`src/opsc_pkg.sv`:
```
// Package of offsets, field positions and reset values for the oscillator power-save block
package opsc_pkg;
  localparam logic [7:0] OSC_CTRL_ADDR      = 8'h00;
  localparam logic [7:0] OSC_CLR_ADDR       = 8'h04;
  localparam logic [7:0] OSC_SET_ADDR       = 8'h08;
  localparam logic [7:0] OSC_INV_ADDR       = 8'h0C;
  localparam logic [7:0] WDOG_CTRL_ADDR     = 8'h10;
  localparam logic [7:0] WDOG_CLR_ADDR      = 8'h14;
  localparam logic [7:0] WDOG_SET_ADDR      = 8'h18;
  localparam logic [7:0] WDOG_INV_ADDR      = 8'h1C;
  localparam logic [7:0] RST_CAUSE_ADDR     = 8'h20;
  localparam logic [7:0] RST_CLR_ADDR       = 8'h24;
  localparam logic [7:0] RST_SET_ADDR       = 8'h28;
  localparam logic [7:0] RST_INV_ADDR       = 8'h2C;

  localparam int PLL_ODIV_LSB   = 27;
  localparam int FRC_DIV_LSB    = 24;
  localparam int SECONDARY_OSCILLATOR_RDY_BIT   = 22;
  localparam int PB_DIV_LSB     = 19;
  localparam int PLL_MULT_LSB   = 16;
  localparam int CUR_SRC_LSB    = 12;
  localparam int NEW_SRC_LSB    = 8;
  localparam int FREEZE_BIT     = 7;
  localparam int USB_LOCK_BIT   = 6;
  localparam int PLL_LOCK_BIT   = 5;
  localparam int DEEP_HALT_BIT  = 4;
  localparam int CLK_FAIL_BIT   = 3;
  localparam int USB_FRC_BIT    = 2;
  localparam int SECONDARY_OSCILLATOR_EN_BIT    = 1;
  localparam int SWITCH_REQ_BIT = 0;
  localparam int WDOG_ON_BIT    = 15;
  localparam int WAKE_SLEEP_BIT = 3;
  localparam int WAKE_IDLE_BIT  = 2;

  // Bits software may write in each register
  localparam logic [31:0] OSC_WMASK   = 32'h3F1F079F;
  localparam logic [31:0] OSC_LOCKED  = 32'h3F1F0701;
  localparam logic [31:0] WDOG_WMASK  = 32'h00008001;
  localparam logic [31:0] RST_WMASK   = 32'h000003DF;
  localparam logic [2:0]  FRC_DIV_RST = 3'h1;
  localparam logic [2:0]  SRC_PLL_FRC = 3'h1;
  localparam logic [2:0]  SRC_PLL_PRI = 3'h3;
  localparam logic [2:0]  SRC_SEC     = 3'h4;
  localparam logic [2:0]  SRC_LOW_POWER_INTERNAL_RC    = 3'h5;
  localparam logic [7:0]  SWITCH_CYCLES = 8'h08;
  localparam logic [1:0]  RESP_OKAY   = 2'h0;
  localparam logic [1:0]  RESP_SLVERR = 2'h2;

  typedef enum logic [1:0] {PWR_RUN, PWR_IDLE, PWR_SLEEP} opsc_pwr_e;
endpackage

```
`src/opsc_top.sv`:
```
// Oscillator selection and power-save control with AXI4-Lite registers
//
// The register offsets and register access over AXI4-Lite were left to the implementer.
`timescale 1ns/1ps
`default_nettype none
// Summary of operation
// - PLL output divider bits 29:27, 111 is 256
// - Reset loads fields from configuration inputs
// - Fast RC divider bits 26:24, default divide 2
// - Secondary ready bit 22 tracks stable oscillator
// - Bus divisor bits 20:19 divide 1,2,4,8
// - PLL multiplier bits 18:16, 15..21 then 24
// - Current source read-only at bits 14:12
// - New source selection at bits 10:8
// - Switch request bit 0 clears when done
// - Freeze bit blocks selection changes under monitor
// - USB PLL lock status bit 6
// - System PLL lock status bit 5
// - Wait enters SLEEP if bit 4 else IDLE
// - Clock-fail flag bit 3 set on failure
// - Bit 2 picks USB clock source
// - Bit 1 enables secondary oscillator
// - Watchdog on keeps low-power RC in SLEEP
// - Wake from SLEEP sets cause bit 3
// - Wake from IDLE sets cause bit 2
// - Reset, timeout or higher interrupt leaves SLEEP
// - Low-priority wake goes to IDLE, bus clock restarts
// - Watchdog not cleared; monitor suspended in SLEEP
// - Clear, set, invert companion registers
// - Wake resumes on source active at entry
module opsc_top
  import opsc_pkg::*;
(
  input  wire logic        clk,
  input  wire logic        rstn,
  input  wire logic [7:0]  s_axi_awaddr,
  input  wire logic        s_axi_awvalid,
  output logic             s_axi_awready,
  input  wire logic [31:0] s_axi_wdata,
  input  wire logic [3:0]  s_axi_wstrb,
  input  wire logic        s_axi_wvalid,
  output logic             s_axi_wready,
  output logic [1:0]       s_axi_bresp,
  output logic             s_axi_bvalid,
  input  wire logic        s_axi_bready,
  input  wire logic [7:0]  s_axi_araddr,
  input  wire logic        s_axi_arvalid,
  output logic             s_axi_arready,
  output logic [31:0]      s_axi_rdata,
  output logic [1:0]       s_axi_rresp,
  output logic             s_axi_rvalid,
  input  wire logic        s_axi_rready,
  input  wire logic [2:0]  cfgPllOutputDivider,
  input  wire logic [2:0]  cfgPllMultiplier,
  input  wire logic [1:0]  cfgBusDivisor,
  input  wire logic [2:0]  cfgInitialSource,
  input  wire logic        cfgSecondaryOscEnable,
  input  wire logic        failsafeMonitorConfig,
  input  wire logic        secondaryOscStable,
  input  wire logic        pllLocked,
  input  wire logic        usbPllLocked,
  input  wire logic        clockFailDetect,
  input  wire logic        waitInstr,
  input  wire logic        wakeIrqValid,
  input  wire logic [2:0]  wakeIrqPriority,
  input  wire logic [2:0]  cpuPriority,
  input  wire logic        watchdogTimeout,
  output logic             cpuHalted,
  output logic             sleepActive,
  output logic             idleActive,
  output logic             peripheralBusClockEn,
  output logic             lowPowerRcEnable,
  output logic             secondaryOscEnable,
  output logic             usbInternalRcSelect,
  output logic             failsafeMonitorRun,
  output logic [2:0]       activeSource,
  output logic [8:0]       pllOutputDivide,
  output logic [4:0]       pllMultiplyFactor,
  output logic [8:0]       fastRcDivide
);
  logic        rstSync1;
  logic        rstSync2;
  logic [31:0] oscCtrl;
  logic        wdogOn;
  logic        wdogService;
  logic [9:0]  rstCause;
  opsc_pwr_e   pwrState;
  logic [7:0]  switchCount;
  logic [2:0]  pbCount;
  logic        awHeld;
  logic        wHeld;
  logic [7:0]  awAddr;
  logic [31:0] wData;
  logic [3:0]  wStrb;
  logic        wrFire;
  logic        wrHit;
  logic [31:0] byteMask;
  logic [2:0]  pbDivMask;
  logic        wakeSleepEvt;
  logic        wakeIdleEvt;
  logic        selFrozen;
  logic        switchDone;
  logic        initDone;

  // Eight-step divide ratio shared by PLL output and fast RC dividers
  function automatic logic [8:0] div_ratio(input logic [2:0] code);
    div_ratio = (code == 3'h7) ? 9'h100 : (9'h001 << code);
  endfunction

  // Clear, set, invert or plain write of the written bits
  function automatic logic [31:0] apply_op(input logic [31:0] old, input logic [31:0] d,
                                           input logic [31:0] m, input logic [1:0] op);
    logic [31:0] r;
    r = old;
    unique case (op)
      2'h0: r = (old & ~m) | (d & m);
      2'h1: r = old & ~(d & m);
      2'h2: r = old | (d & m);
      2'h3: r = old ^ (d & m);
    endcase
    apply_op = r;
  endfunction

  always_ff @(posedge clk or negedge rstn) begin
    if (!rstn) begin
      rstSync1 <= 1'b0;
      rstSync2 <= 1'b0;
    end else begin
      rstSync1 <= 1'b1;
      rstSync2 <= rstSync1;
    end
  end

  // AXI write address/data capture, taken in either order
  assign s_axi_awready = !awHeld && !s_axi_bvalid;
  assign s_axi_wready  = !wHeld && !s_axi_bvalid;
  assign wrFire        = awHeld && wHeld && !s_axi_bvalid;

  always_ff @(posedge clk or negedge rstSync2) begin
    if (!rstSync2) begin
      awHeld <= 1'b0;
      awAddr <= 8'h00;
    end else if (s_axi_awvalid && s_axi_awready) begin
      awHeld <= 1'b1;
      awAddr <= s_axi_awaddr;
    end else if (wrFire) begin
      awHeld <= 1'b0;
    end
  end

  always_ff @(posedge clk or negedge rstSync2) begin
    if (!rstSync2) begin
      wHeld <= 1'b0;
      wData <= 32'h00000000;
      wStrb <= 4'h0;
    end else if (s_axi_wvalid && s_axi_wready) begin
      wHeld <= 1'b1;
      wData <= s_axi_wdata;
      wStrb <= s_axi_wstrb;
    end else if (wrFire) begin
      wHeld <= 1'b0;
    end
  end

  always_comb begin
    byteMask = {{8{wStrb[3]}}, {8{wStrb[2]}}, {8{wStrb[1]}}, {8{wStrb[0]}}};
    wrHit    = (awAddr[7:6] == 2'h0) && (awAddr[5:0] < 6'h30) && (awAddr[1:0] == 2'h0);
  end

  always_ff @(posedge clk or negedge rstSync2) begin
    if (!rstSync2) begin
      s_axi_bvalid <= 1'b0;
      s_axi_bresp  <= RESP_OKAY;
    end else if (wrFire) begin
      s_axi_bvalid <= 1'b1;
      s_axi_bresp  <= wrHit ? RESP_OKAY : RESP_SLVERR;
    end else if (s_axi_bready) begin
      s_axi_bvalid <= 1'b0;
    end
  end

  assign selFrozen  = failsafeMonitorConfig && oscCtrl[FREEZE_BIT];
  // Switch completes only in RUN so the source seen at SLEEP entry is kept
  assign switchDone = oscCtrl[SWITCH_REQ_BIT] && (switchCount == SWITCH_CYCLES) &&
                      (pwrState == PWR_RUN);

  // Oscillator control register; reset seeds selections from configuration
  always_ff @(posedge clk or negedge rstSync2) begin
    if (!rstSync2) begin
      oscCtrl <= '0;
      oscCtrl[FRC_DIV_LSB +: 3] <= FRC_DIV_RST;
      oscCtrl[PB_DIV_LSB +: 2]  <= 2'h3;
      oscCtrl[SWITCH_REQ_BIT]   <= 1'b1;
    end else begin
      logic [31:0] nxt;
      logic [31:0] m;
      nxt = oscCtrl;
      m   = byteMask & (selFrozen ? (OSC_WMASK & ~OSC_LOCKED) : OSC_WMASK);
      // Unmapped or unaligned writes change nothing
      if (wrFire && wrHit && awAddr[7:4] == 4'h0)
        nxt = apply_op(oscCtrl, wData, m, awAddr[3:2]);
      if (switchDone) begin
        nxt[CUR_SRC_LSB +: 3] = oscCtrl[NEW_SRC_LSB +: 3];
        nxt[SWITCH_REQ_BIT]   = 1'b0;
      end
      if (clockFailDetect && failsafeMonitorRun)
        nxt[CLK_FAIL_BIT] = 1'b1;
      nxt[SECONDARY_OSCILLATOR_RDY_BIT] = oscCtrl[SECONDARY_OSCILLATOR_EN_BIT] && secondaryOscStable;
      nxt[PLL_LOCK_BIT] = pllLocked;
      nxt[USB_LOCK_BIT] = usbPllLocked;
      if (!initDone) begin
        nxt[PLL_ODIV_LSB +: 3] = cfgPllOutputDivider;
        nxt[PLL_MULT_LSB +: 3] = cfgPllMultiplier;
        nxt[PB_DIV_LSB +: 2]   = cfgBusDivisor;
        nxt[CUR_SRC_LSB +: 3]  = cfgInitialSource;
        nxt[NEW_SRC_LSB +: 3]  = cfgInitialSource;
        nxt[SECONDARY_OSCILLATOR_EN_BIT]       = cfgSecondaryOscEnable;
        nxt[SWITCH_REQ_BIT]    = 1'b0;
      end
      oscCtrl <= nxt;
    end
  end

  // Configuration straps are caught on the first clock after reset release
  always_ff @(posedge clk or negedge rstSync2) begin
    if (!rstSync2)
      initDone <= 1'b0;
    else
      initDone <= 1'b1;
  end

  // Switch settle counter stands in for the analog changeover time
  always_ff @(posedge clk or negedge rstSync2) begin
    if (!rstSync2)
      switchCount <= 8'h00;
    else if (!oscCtrl[SWITCH_REQ_BIT] || switchDone || !initDone)
      switchCount <= 8'h00;
    else if (pwrState == PWR_RUN)
      switchCount <= switchCount + 8'h01;
  end

  // Watchdog control: on bit and service bit; the service bit clears on every cycle without a watchdog write
  always_ff @(posedge clk or negedge rstSync2) begin
    if (!rstSync2) begin
      wdogOn      <= 1'b0;
      wdogService <= 1'b0;
    end else if (wrFire && wrHit && awAddr[7:4] == 4'h1) begin
      logic [31:0] w;
      w = apply_op({16'h0000, wdogOn, 14'h0000, wdogService}, wData,
                   byteMask & WDOG_WMASK, awAddr[3:2]);
      wdogOn      <= w[WDOG_ON_BIT];
      wdogService <= w[0];
    end else begin
      wdogService <= 1'b0;
    end
  end

  // Power state: wait entry, wake by reset, timeout or interrupt
  always_ff @(posedge clk or negedge rstSync2) begin
    if (!rstSync2) begin
      pwrState <= PWR_RUN;
    end else begin
      unique case (pwrState)
        PWR_RUN: begin
          if (waitInstr)
            pwrState <= oscCtrl[DEEP_HALT_BIT] ? PWR_SLEEP : PWR_IDLE;
        end
        PWR_IDLE: begin
          if (wakeIdleEvt)
            pwrState <= PWR_RUN;
        end
        PWR_SLEEP: begin
          if (wakeSleepEvt)
            pwrState <= PWR_RUN;
          else if (wakeIrqValid)
            pwrState <= PWR_IDLE;
        end
        default: pwrState <= PWR_RUN;
      endcase
    end
  end

  assign wakeSleepEvt = (pwrState == PWR_SLEEP) &&
                        (watchdogTimeout || (wakeIrqValid && wakeIrqPriority > cpuPriority));
  assign wakeIdleEvt  = (pwrState == PWR_IDLE) &&
                        (watchdogTimeout || (wakeIrqValid && wakeIrqPriority > cpuPriority));

  // Reset-cause flags; a wake event wins over a software clear in the same cycle
  always_ff @(posedge clk or negedge rstSync2) begin
    if (!rstSync2) begin
      rstCause <= 10'h000;
    end else begin
      logic [31:0] r;
      r = {22'h000000, rstCause};
      if (wrFire && wrHit && awAddr[7:4] == 4'h2)
        r = apply_op(r, wData, byteMask & RST_WMASK, awAddr[3:2]);
      if (wakeSleepEvt)
        r[WAKE_SLEEP_BIT] = 1'b1;
      if (wakeIdleEvt)
        r[WAKE_IDLE_BIT] = 1'b1;
      if (wakeSleepEvt && watchdogTimeout)
        r[4] = 1'b1;
      rstCause <= r[9:0];
    end
  end

  // Read channel
  assign s_axi_arready = !s_axi_rvalid;

  always_ff @(posedge clk or negedge rstSync2) begin
    if (!rstSync2) begin
      s_axi_rvalid <= 1'b0;
      s_axi_rdata  <= 32'h00000000;
      s_axi_rresp  <= RESP_OKAY;
    end else if (s_axi_arvalid && s_axi_arready) begin
      s_axi_rvalid <= 1'b1;
      s_axi_rresp  <= RESP_OKAY;
      unique case (s_axi_araddr)
        OSC_CTRL_ADDR:  s_axi_rdata <= oscCtrl;
        WDOG_CTRL_ADDR: s_axi_rdata <= {16'h0000, wdogOn, 15'h0000};
        RST_CAUSE_ADDR: s_axi_rdata <= {22'h000000, rstCause};
        OSC_CLR_ADDR, OSC_SET_ADDR, OSC_INV_ADDR, WDOG_CLR_ADDR, WDOG_SET_ADDR,
        WDOG_INV_ADDR, RST_CLR_ADDR, RST_SET_ADDR, RST_INV_ADDR:
          s_axi_rdata <= 32'h00000000;
        default: begin
          s_axi_rdata <= 32'h00000000;
          s_axi_rresp <= RESP_SLVERR;
        end
      endcase
    end else if (s_axi_rready) begin
      s_axi_rvalid <= 1'b0;
    end
  end

  // Bus clock enable divider: divide by 1, 2, 4 or 8
  always_comb begin
    unique case (oscCtrl[PB_DIV_LSB +: 2])
      2'h0: pbDivMask = 3'h0;
      2'h1: pbDivMask = 3'h1;
      2'h2: pbDivMask = 3'h3;
      2'h3: pbDivMask = 3'h7;
    endcase
  end

  always_ff @(posedge clk or negedge rstSync2) begin
    if (!rstSync2)
      pbCount <= 3'h0;
    else if (pwrState == PWR_SLEEP)
      pbCount <= 3'h0;
    else
      pbCount <= (pbCount + 3'h1) & pbDivMask;
  end

  // Outputs
  assign cpuHalted            = (pwrState != PWR_RUN);
  assign sleepActive          = (pwrState == PWR_SLEEP);
  assign idleActive           = (pwrState == PWR_IDLE);
  assign peripheralBusClockEn = (pwrState != PWR_SLEEP) && (pbCount == 3'h0);
  assign lowPowerRcEnable     = (pwrState != PWR_SLEEP) || wdogOn ||
                                (oscCtrl[CUR_SRC_LSB +: 3] == SRC_LOW_POWER_INTERNAL_RC);
  assign secondaryOscEnable   = oscCtrl[SECONDARY_OSCILLATOR_EN_BIT];
  assign usbInternalRcSelect  = oscCtrl[USB_FRC_BIT];
  assign failsafeMonitorRun   = failsafeMonitorConfig && (pwrState != PWR_SLEEP);
  assign activeSource         = oscCtrl[CUR_SRC_LSB +: 3];
  assign pllOutputDivide      = div_ratio(oscCtrl[PLL_ODIV_LSB +: 3]);
  assign fastRcDivide         = div_ratio(oscCtrl[FRC_DIV_LSB +: 3]);
  assign pllMultiplyFactor    = (oscCtrl[PLL_MULT_LSB +: 3] == 3'h7) ? 5'd24 :
                                5'(5'd15 + oscCtrl[PLL_MULT_LSB +: 3]);
endmodule
`default_nettype wire

```
`config.mk`:
```
export PLATFORM = sky130hd
export DESIGN_NAME = opsc_top
export DESIGN_NICKNAME = d
export VERILOG_FILES = /design/src/opsc_pkg.sv /design/src/opsc_top.sv
export SDC_FILE = /design/constraint.sdc
export NUM_CORES = 1
export LEC_CHECK = 0
export ABC_AREA = 1
export BUFFER_PORTS_ARGS = -buffer_cell sky130_fd_sc_hd__buf_2
export CAP_MARGIN = 0
export CORE_MARGIN = 10
export CORE_UTILIZATION = 50
export CTS_BUF_LIST = sky130_fd_sc_hd__clkbuf_8
export DETAILED_ROUTE_END_ITERATION = 8
export PLACE_DENSITY = 0.75
export SYNTH_ARGS = -nofsm -noshare
export SYNTH_HDL_FRONTEND = slang
export SYNTH_SLANG_ARGS = --single-unit
```
`constraint.sdc`:
```
create_clock -name clk -period 4.05 [get_ports clk]
set_input_delay 0.2025 -clock clk [delete_from_list [all_inputs] [get_ports clk]]
set_output_delay 0.2025 -clock clk [all_outputs]
set_load 0.01 [all_outputs]
```
==> results.txt <==
The run finished with clean final reports. The routability-driven placement congestion ratio came out at 0.831. The largest individual stage delay along the critical path comes from the cell sky130_fd_sc_hd__dfrtp_1.

The net count reported at finish is between 1000 and 1500. In the synthesized netlist, the number of instances is between 700 and 800. The count of filler cells inserted in the layout is 1111. The post-place setup slack is 1.69 ns. The final global-route overflow total is 0.

The number of register bits inferred by synthesis is 119. The simple-gate share of the synthesized area is 23.6%. The total inserted antenna cells came out at 0. Leaving out fill and tap cells, the most frequent cells in the layout are sky130_fd_sc_hd__nand2_1 (188), sky130_fd_sc_hd__buf_2 (140), sky130_fd_sc_hd__dfrtp_1 (114). STA puts the critical path data arrival time at 2.73 ns. Counting the buffers created by CTS gives 17. The die covers about 18000 sq um. Tracing the worst setup path back leads to its startpoint at awAddr[2]. The first detailed-routing pass took 7 iterations.

The number of gates given a new drive strength after cts is 0. The xor and xnor fraction of the mapped netlist area is 0.132%. The first global-routing pass estimated 29300 um of wire. The peak clock frequency supported by timing came out at about 420 MHz. The number of global-route vias before repair came to 5801. The peak per-stage delay on the critical path came out at 0.65 ns.

For this design the ratio of total power to cell area is 526 nW/um^2. Yosys mapped a number of flops with a built-in enable equal to 0. By instance count, the cell type seen most on the critical path is sky130_fd_sc_hd__inv_2.

Leaving out fill and tap cells, the most frequent cell in the layout is sky130_fd_sc_hd__nand2_1. The final count of pins violating max slew was 0. For the finished layout, the period the worst path requires is 2.40 ns. Setup repair after global routing left no endpoint under its margin. The die width came out at ~140 um. The total wire length is between 15000 and 20000 um.

The actual transition at the worst max-transition pin came out at between 1 and 1.5 ns. The buffers plus inverters on the worst setup path came out at 2. The worst endpoint required time came out at 4.38 ns. Walking the worst path, the cells encountered are inv_2 -> nor2_2 -> inv_2 -> o21ai_1 -> nor3_2 -> nand2_1 -> nand3_1.

The via total after detailed routing came out at 6027. STA classifies the critical path startpoint as a register. The final non-filler cell area came out at 8280 sq um. The post-synthesis share of cell area spent on full adders, half adders and majority gates is 7.35%. Broken down by cell family, the worst path's largest delay share belongs to simple AND/OR/NAND/NOR gates. The combinational family with the most area after synthesis is simple AND/OR/NAND/NOR gates. In this run the mean area of a mapped cell was 8.46 sq um.

The number of maximum-capacitance violations is 0. The static leakage power is between 4 and 5 nW. The number of antenna violations at the first check in global routing is 0.

The origin of the worst min-delay path is s_axi_awaddr[0]. The clock latency of the later-clocked register in the worst-skew pair came out at 0.44 ns. The area of placed instances is 7410 sq um. The area growth from synthesis to layout is 24.9%. The total number of clock tree sinks is 119. The worst slew margin relative to its limit is 21.7%. STA classifies the critical path endpoint as a register. The worst hold path was traced through 3 stages.

For this run, the leading register cell type out of synthesis is sky130_fd_sc_hd__dfrtp_1. TritonCTS built the clock tree. The area of the mapped netlist is 6640 sq um.

The clock tree synthesis step divided the H-tree into 4 levels. The Yosys step of the flow raised 0 warnings. For hold timing, the worst endpoint is awAddr[0]. The worst-case reg-to-reg path depth is 7. The sequential cell area fraction in the yosys report is 45.0%. The count of endpoints failing setup in the final report is 0. The share of synthesized area spent on multiplexers came out at under 10%. Post-CTS timing repair inserted 0 buffers for setup. Clock-pin slew was measured on the worst setup and hold paths at 0.07 ns.

The tightest min-delay check is of the input pin to register type. The critical-path maximum fanout is 25. The final setup skew came out at 0.0102 ns. The share of synthesized registers carrying an async set or reset came out at 100%. Once detail routing completed, the nets flagged for antenna violations numbered 0. The number of buffers on the longest clock path came out at 2. Setup slack on the worst reg-to-reg path comes out at ~1.6 ns. VDD sags by at most 0.322 mV. The count of input and output buffers is 140. The final critical-path setup slack came out at 1.65 ns. The launch instance of the worst register-to-register path is awAddr[2]. The pin count of the biggest net entering global routing is 69. For this run, design rule violations remaining after detail routing come to 0. Clock tree synthesis selected as its root buffer the cell sky130_fd_sc_hd__clkbuf_8. In this run, the number of DRC markers left after iteration 0 of detailed routing was 439.

The ratio of cells with drive above 1 in the final layout came out at 24.2%. The via-per-instance ratio came out at 5.23. The site row count is 42. The type of the setup path with the least slack is register to register. In this run the critical register-to-register path is captured at oscCtrl[18]. The initial utilization of the core area, before any placement, comes to 50.5%. The standard cell core area is 13100 sq um. The total track usage came out at between 10% and 20%.

The number of hold violations in the final report came out at 0. The die extent in y is between 100 and 150 um. The final cycle utilization of the critical path is 59.3%. Synthesis instantiated between 40 and 50 different standard cells from the library. The I/O pin count came out at 160. Summing the areas of all compound-gate instances in the mapped netlist gives 11.6% of the synthesized area. The post-detailed-route wirelength per cell came out at between 15 and 20 um. Adding up every negative setup slack in the final design gives 0 ns. The share of the core filled with cells came out at between 60% and 70%.

Detailed placement finished with a half-perimeter wire length of approximately 13000 um.
[cells by family (layout without fill, tap and decap cells)]
kind of cell / after synthesis / in the layout
adder cells (fa/ha/maj): 39 / 39
buffers and inverters: 118 / 302
AO/OA/AOI/OAI: 133 / 133
other: 2 / 11
XOR/XNOR: 1 / 1
flip-flops: 119 / 119
multiplexers: 26 / 26
AND/OR/NAND/NOR: 346 / 346
[area by class of cell]
class | count | area (sq um) | share of cell area [%]
clock inverters | 14 | 160 | 1.93
multi-input cells | 556 | 3170 | 38.2
flip-flops and latches | 119 | 2990 | 36.1
clock buffers | 18 | 248 | 2.99
repair buffers | 189 | 1200 | 14.5
well taps | 176 | 220 | 2.66
inverters | 81 | 304 | 3.67
[what timing repair did]
item                                    4_1_cts  5_1_grt
hold buffers                                 47        0
endpoints found under the hold margin        48        0
endpoints found under the setup margin        0        0
[Yosys cell counts (14+ instances only)]
cell type / n / area, sq um
sky130_fd_sc_hd__o21ai_0: 21 / 105
sky130_fd_sc_hd__nand3_1: 51 / 255
sky130_fd_sc_hd__a21oi_1: 28 / 140
sky130_fd_sc_hd__nor2_1: 44 / 165
sky130_fd_sc_hd__dfrtp_1: 115 / 2880
sky130_fd_sc_hd__o31ai_1: 14 / 105
sky130_fd_sc_hd__buf_4: 14 / 105
sky130_fd_sc_hd__o21ai_1: 40 / 200
sky130_fd_sc_hd__ha_1: 39 / 488
sky130_fd_sc_hd__inv_1: 72 / 270
sky130_fd_sc_hd__nor3_1: 22 / 110
sky130_fd_sc_hd__nand2_1: 188 / 706
sky130_fd_sc_hd__mux2_2: 21 / 236
[worst reg2reg max path: stages (launching register included)]
cell and delay [ns]:
sky130_fd_sc_hd__dfrtp_1 0.65, sky130_fd_sc_hd__inv_2 0.36, sky130_fd_sc_hd__nor2_2 0.55, sky130_fd_sc_hd__inv_2 0.29, sky130_fd_sc_hd__o21ai_1 0.24, sky130_fd_sc_hd__nor3_2 0.07
sky130_fd_sc_hd__nand2_1 0.07, sky130_fd_sc_hd__nand3_1 0.06
[worst max path at each step]
| stage | end | slack, ns | cells past startpoint |
|---|---|---|---|
| after floorplan | async pin | 0.50 | 0 |
| after global placement | oscCtrl[18] | 1.72 | 7 |
| after global routing | rstCause[2] | 1.51 | 7 |
| after detailed placement | oscCtrl[18] | 1.69 | 7 |
| after CTS | oscCtrl[18] | 1.68 | 7 |
| final | oscCtrl[18] | 1.65 | 7 |
[through the flow]
stage | std cells | power [mW] | hold WS [ns]
4_1_cts | 1153 | 4.36 | 0.00305
3_5_place_dp | 1074 | 3.21 | -0.00978
3_3_place_gp | 1074 | 3.15 | -0.0105
2_1_floorplan | 793 | 2.80 | -0.0931
5_1_grt | 1153 | 4.67 | 0.0279
6_report | 1153 | 4.36 | 0.0305
[sequential cells by signal, summed over array words and instances, names as in the netlist, named ones only]
signal and flops:
s_axi_bvalid 1, switchCount 8, wStrb 4, rstSync1 1, s_axi_rdata 27, initDone 1, s_axi_rvalid 1, s_axi_rresp 1
awHeld 1, oscCtrl 26, wHeld 1, s_axi_bresp 1, rstSync2 1, rstCause 9, pwrState 2, awAddr 8
wData 22, pbCount 3
[power by group]
group	switching, mW	internal, mW	total, mW	leakage [nW]
sequential	0.233	1.45	1.68	1.45
clock	0.492	0.617	1.11	0.203
combinational	0.958	0.609	1.57	2.52
total	1.68	2.67	4.36	4.17
[layer usage]
metal | share of wire, % | up-vias | wire length (um) | track usage [%]
li1 | - | 2971 | - | -
met1 | 46 | 2828 | 8230 | 26.4
met2 | 45 | 205 | 8160 | 30.1
met3 | 7.2 | 23 | 1290 | 5.19
met4 | 1.8 | 0 | 323 | 7.42
met5 | 0 | - | 0 | 0
No activity file was read; power rests on OpenSTA's default activity.
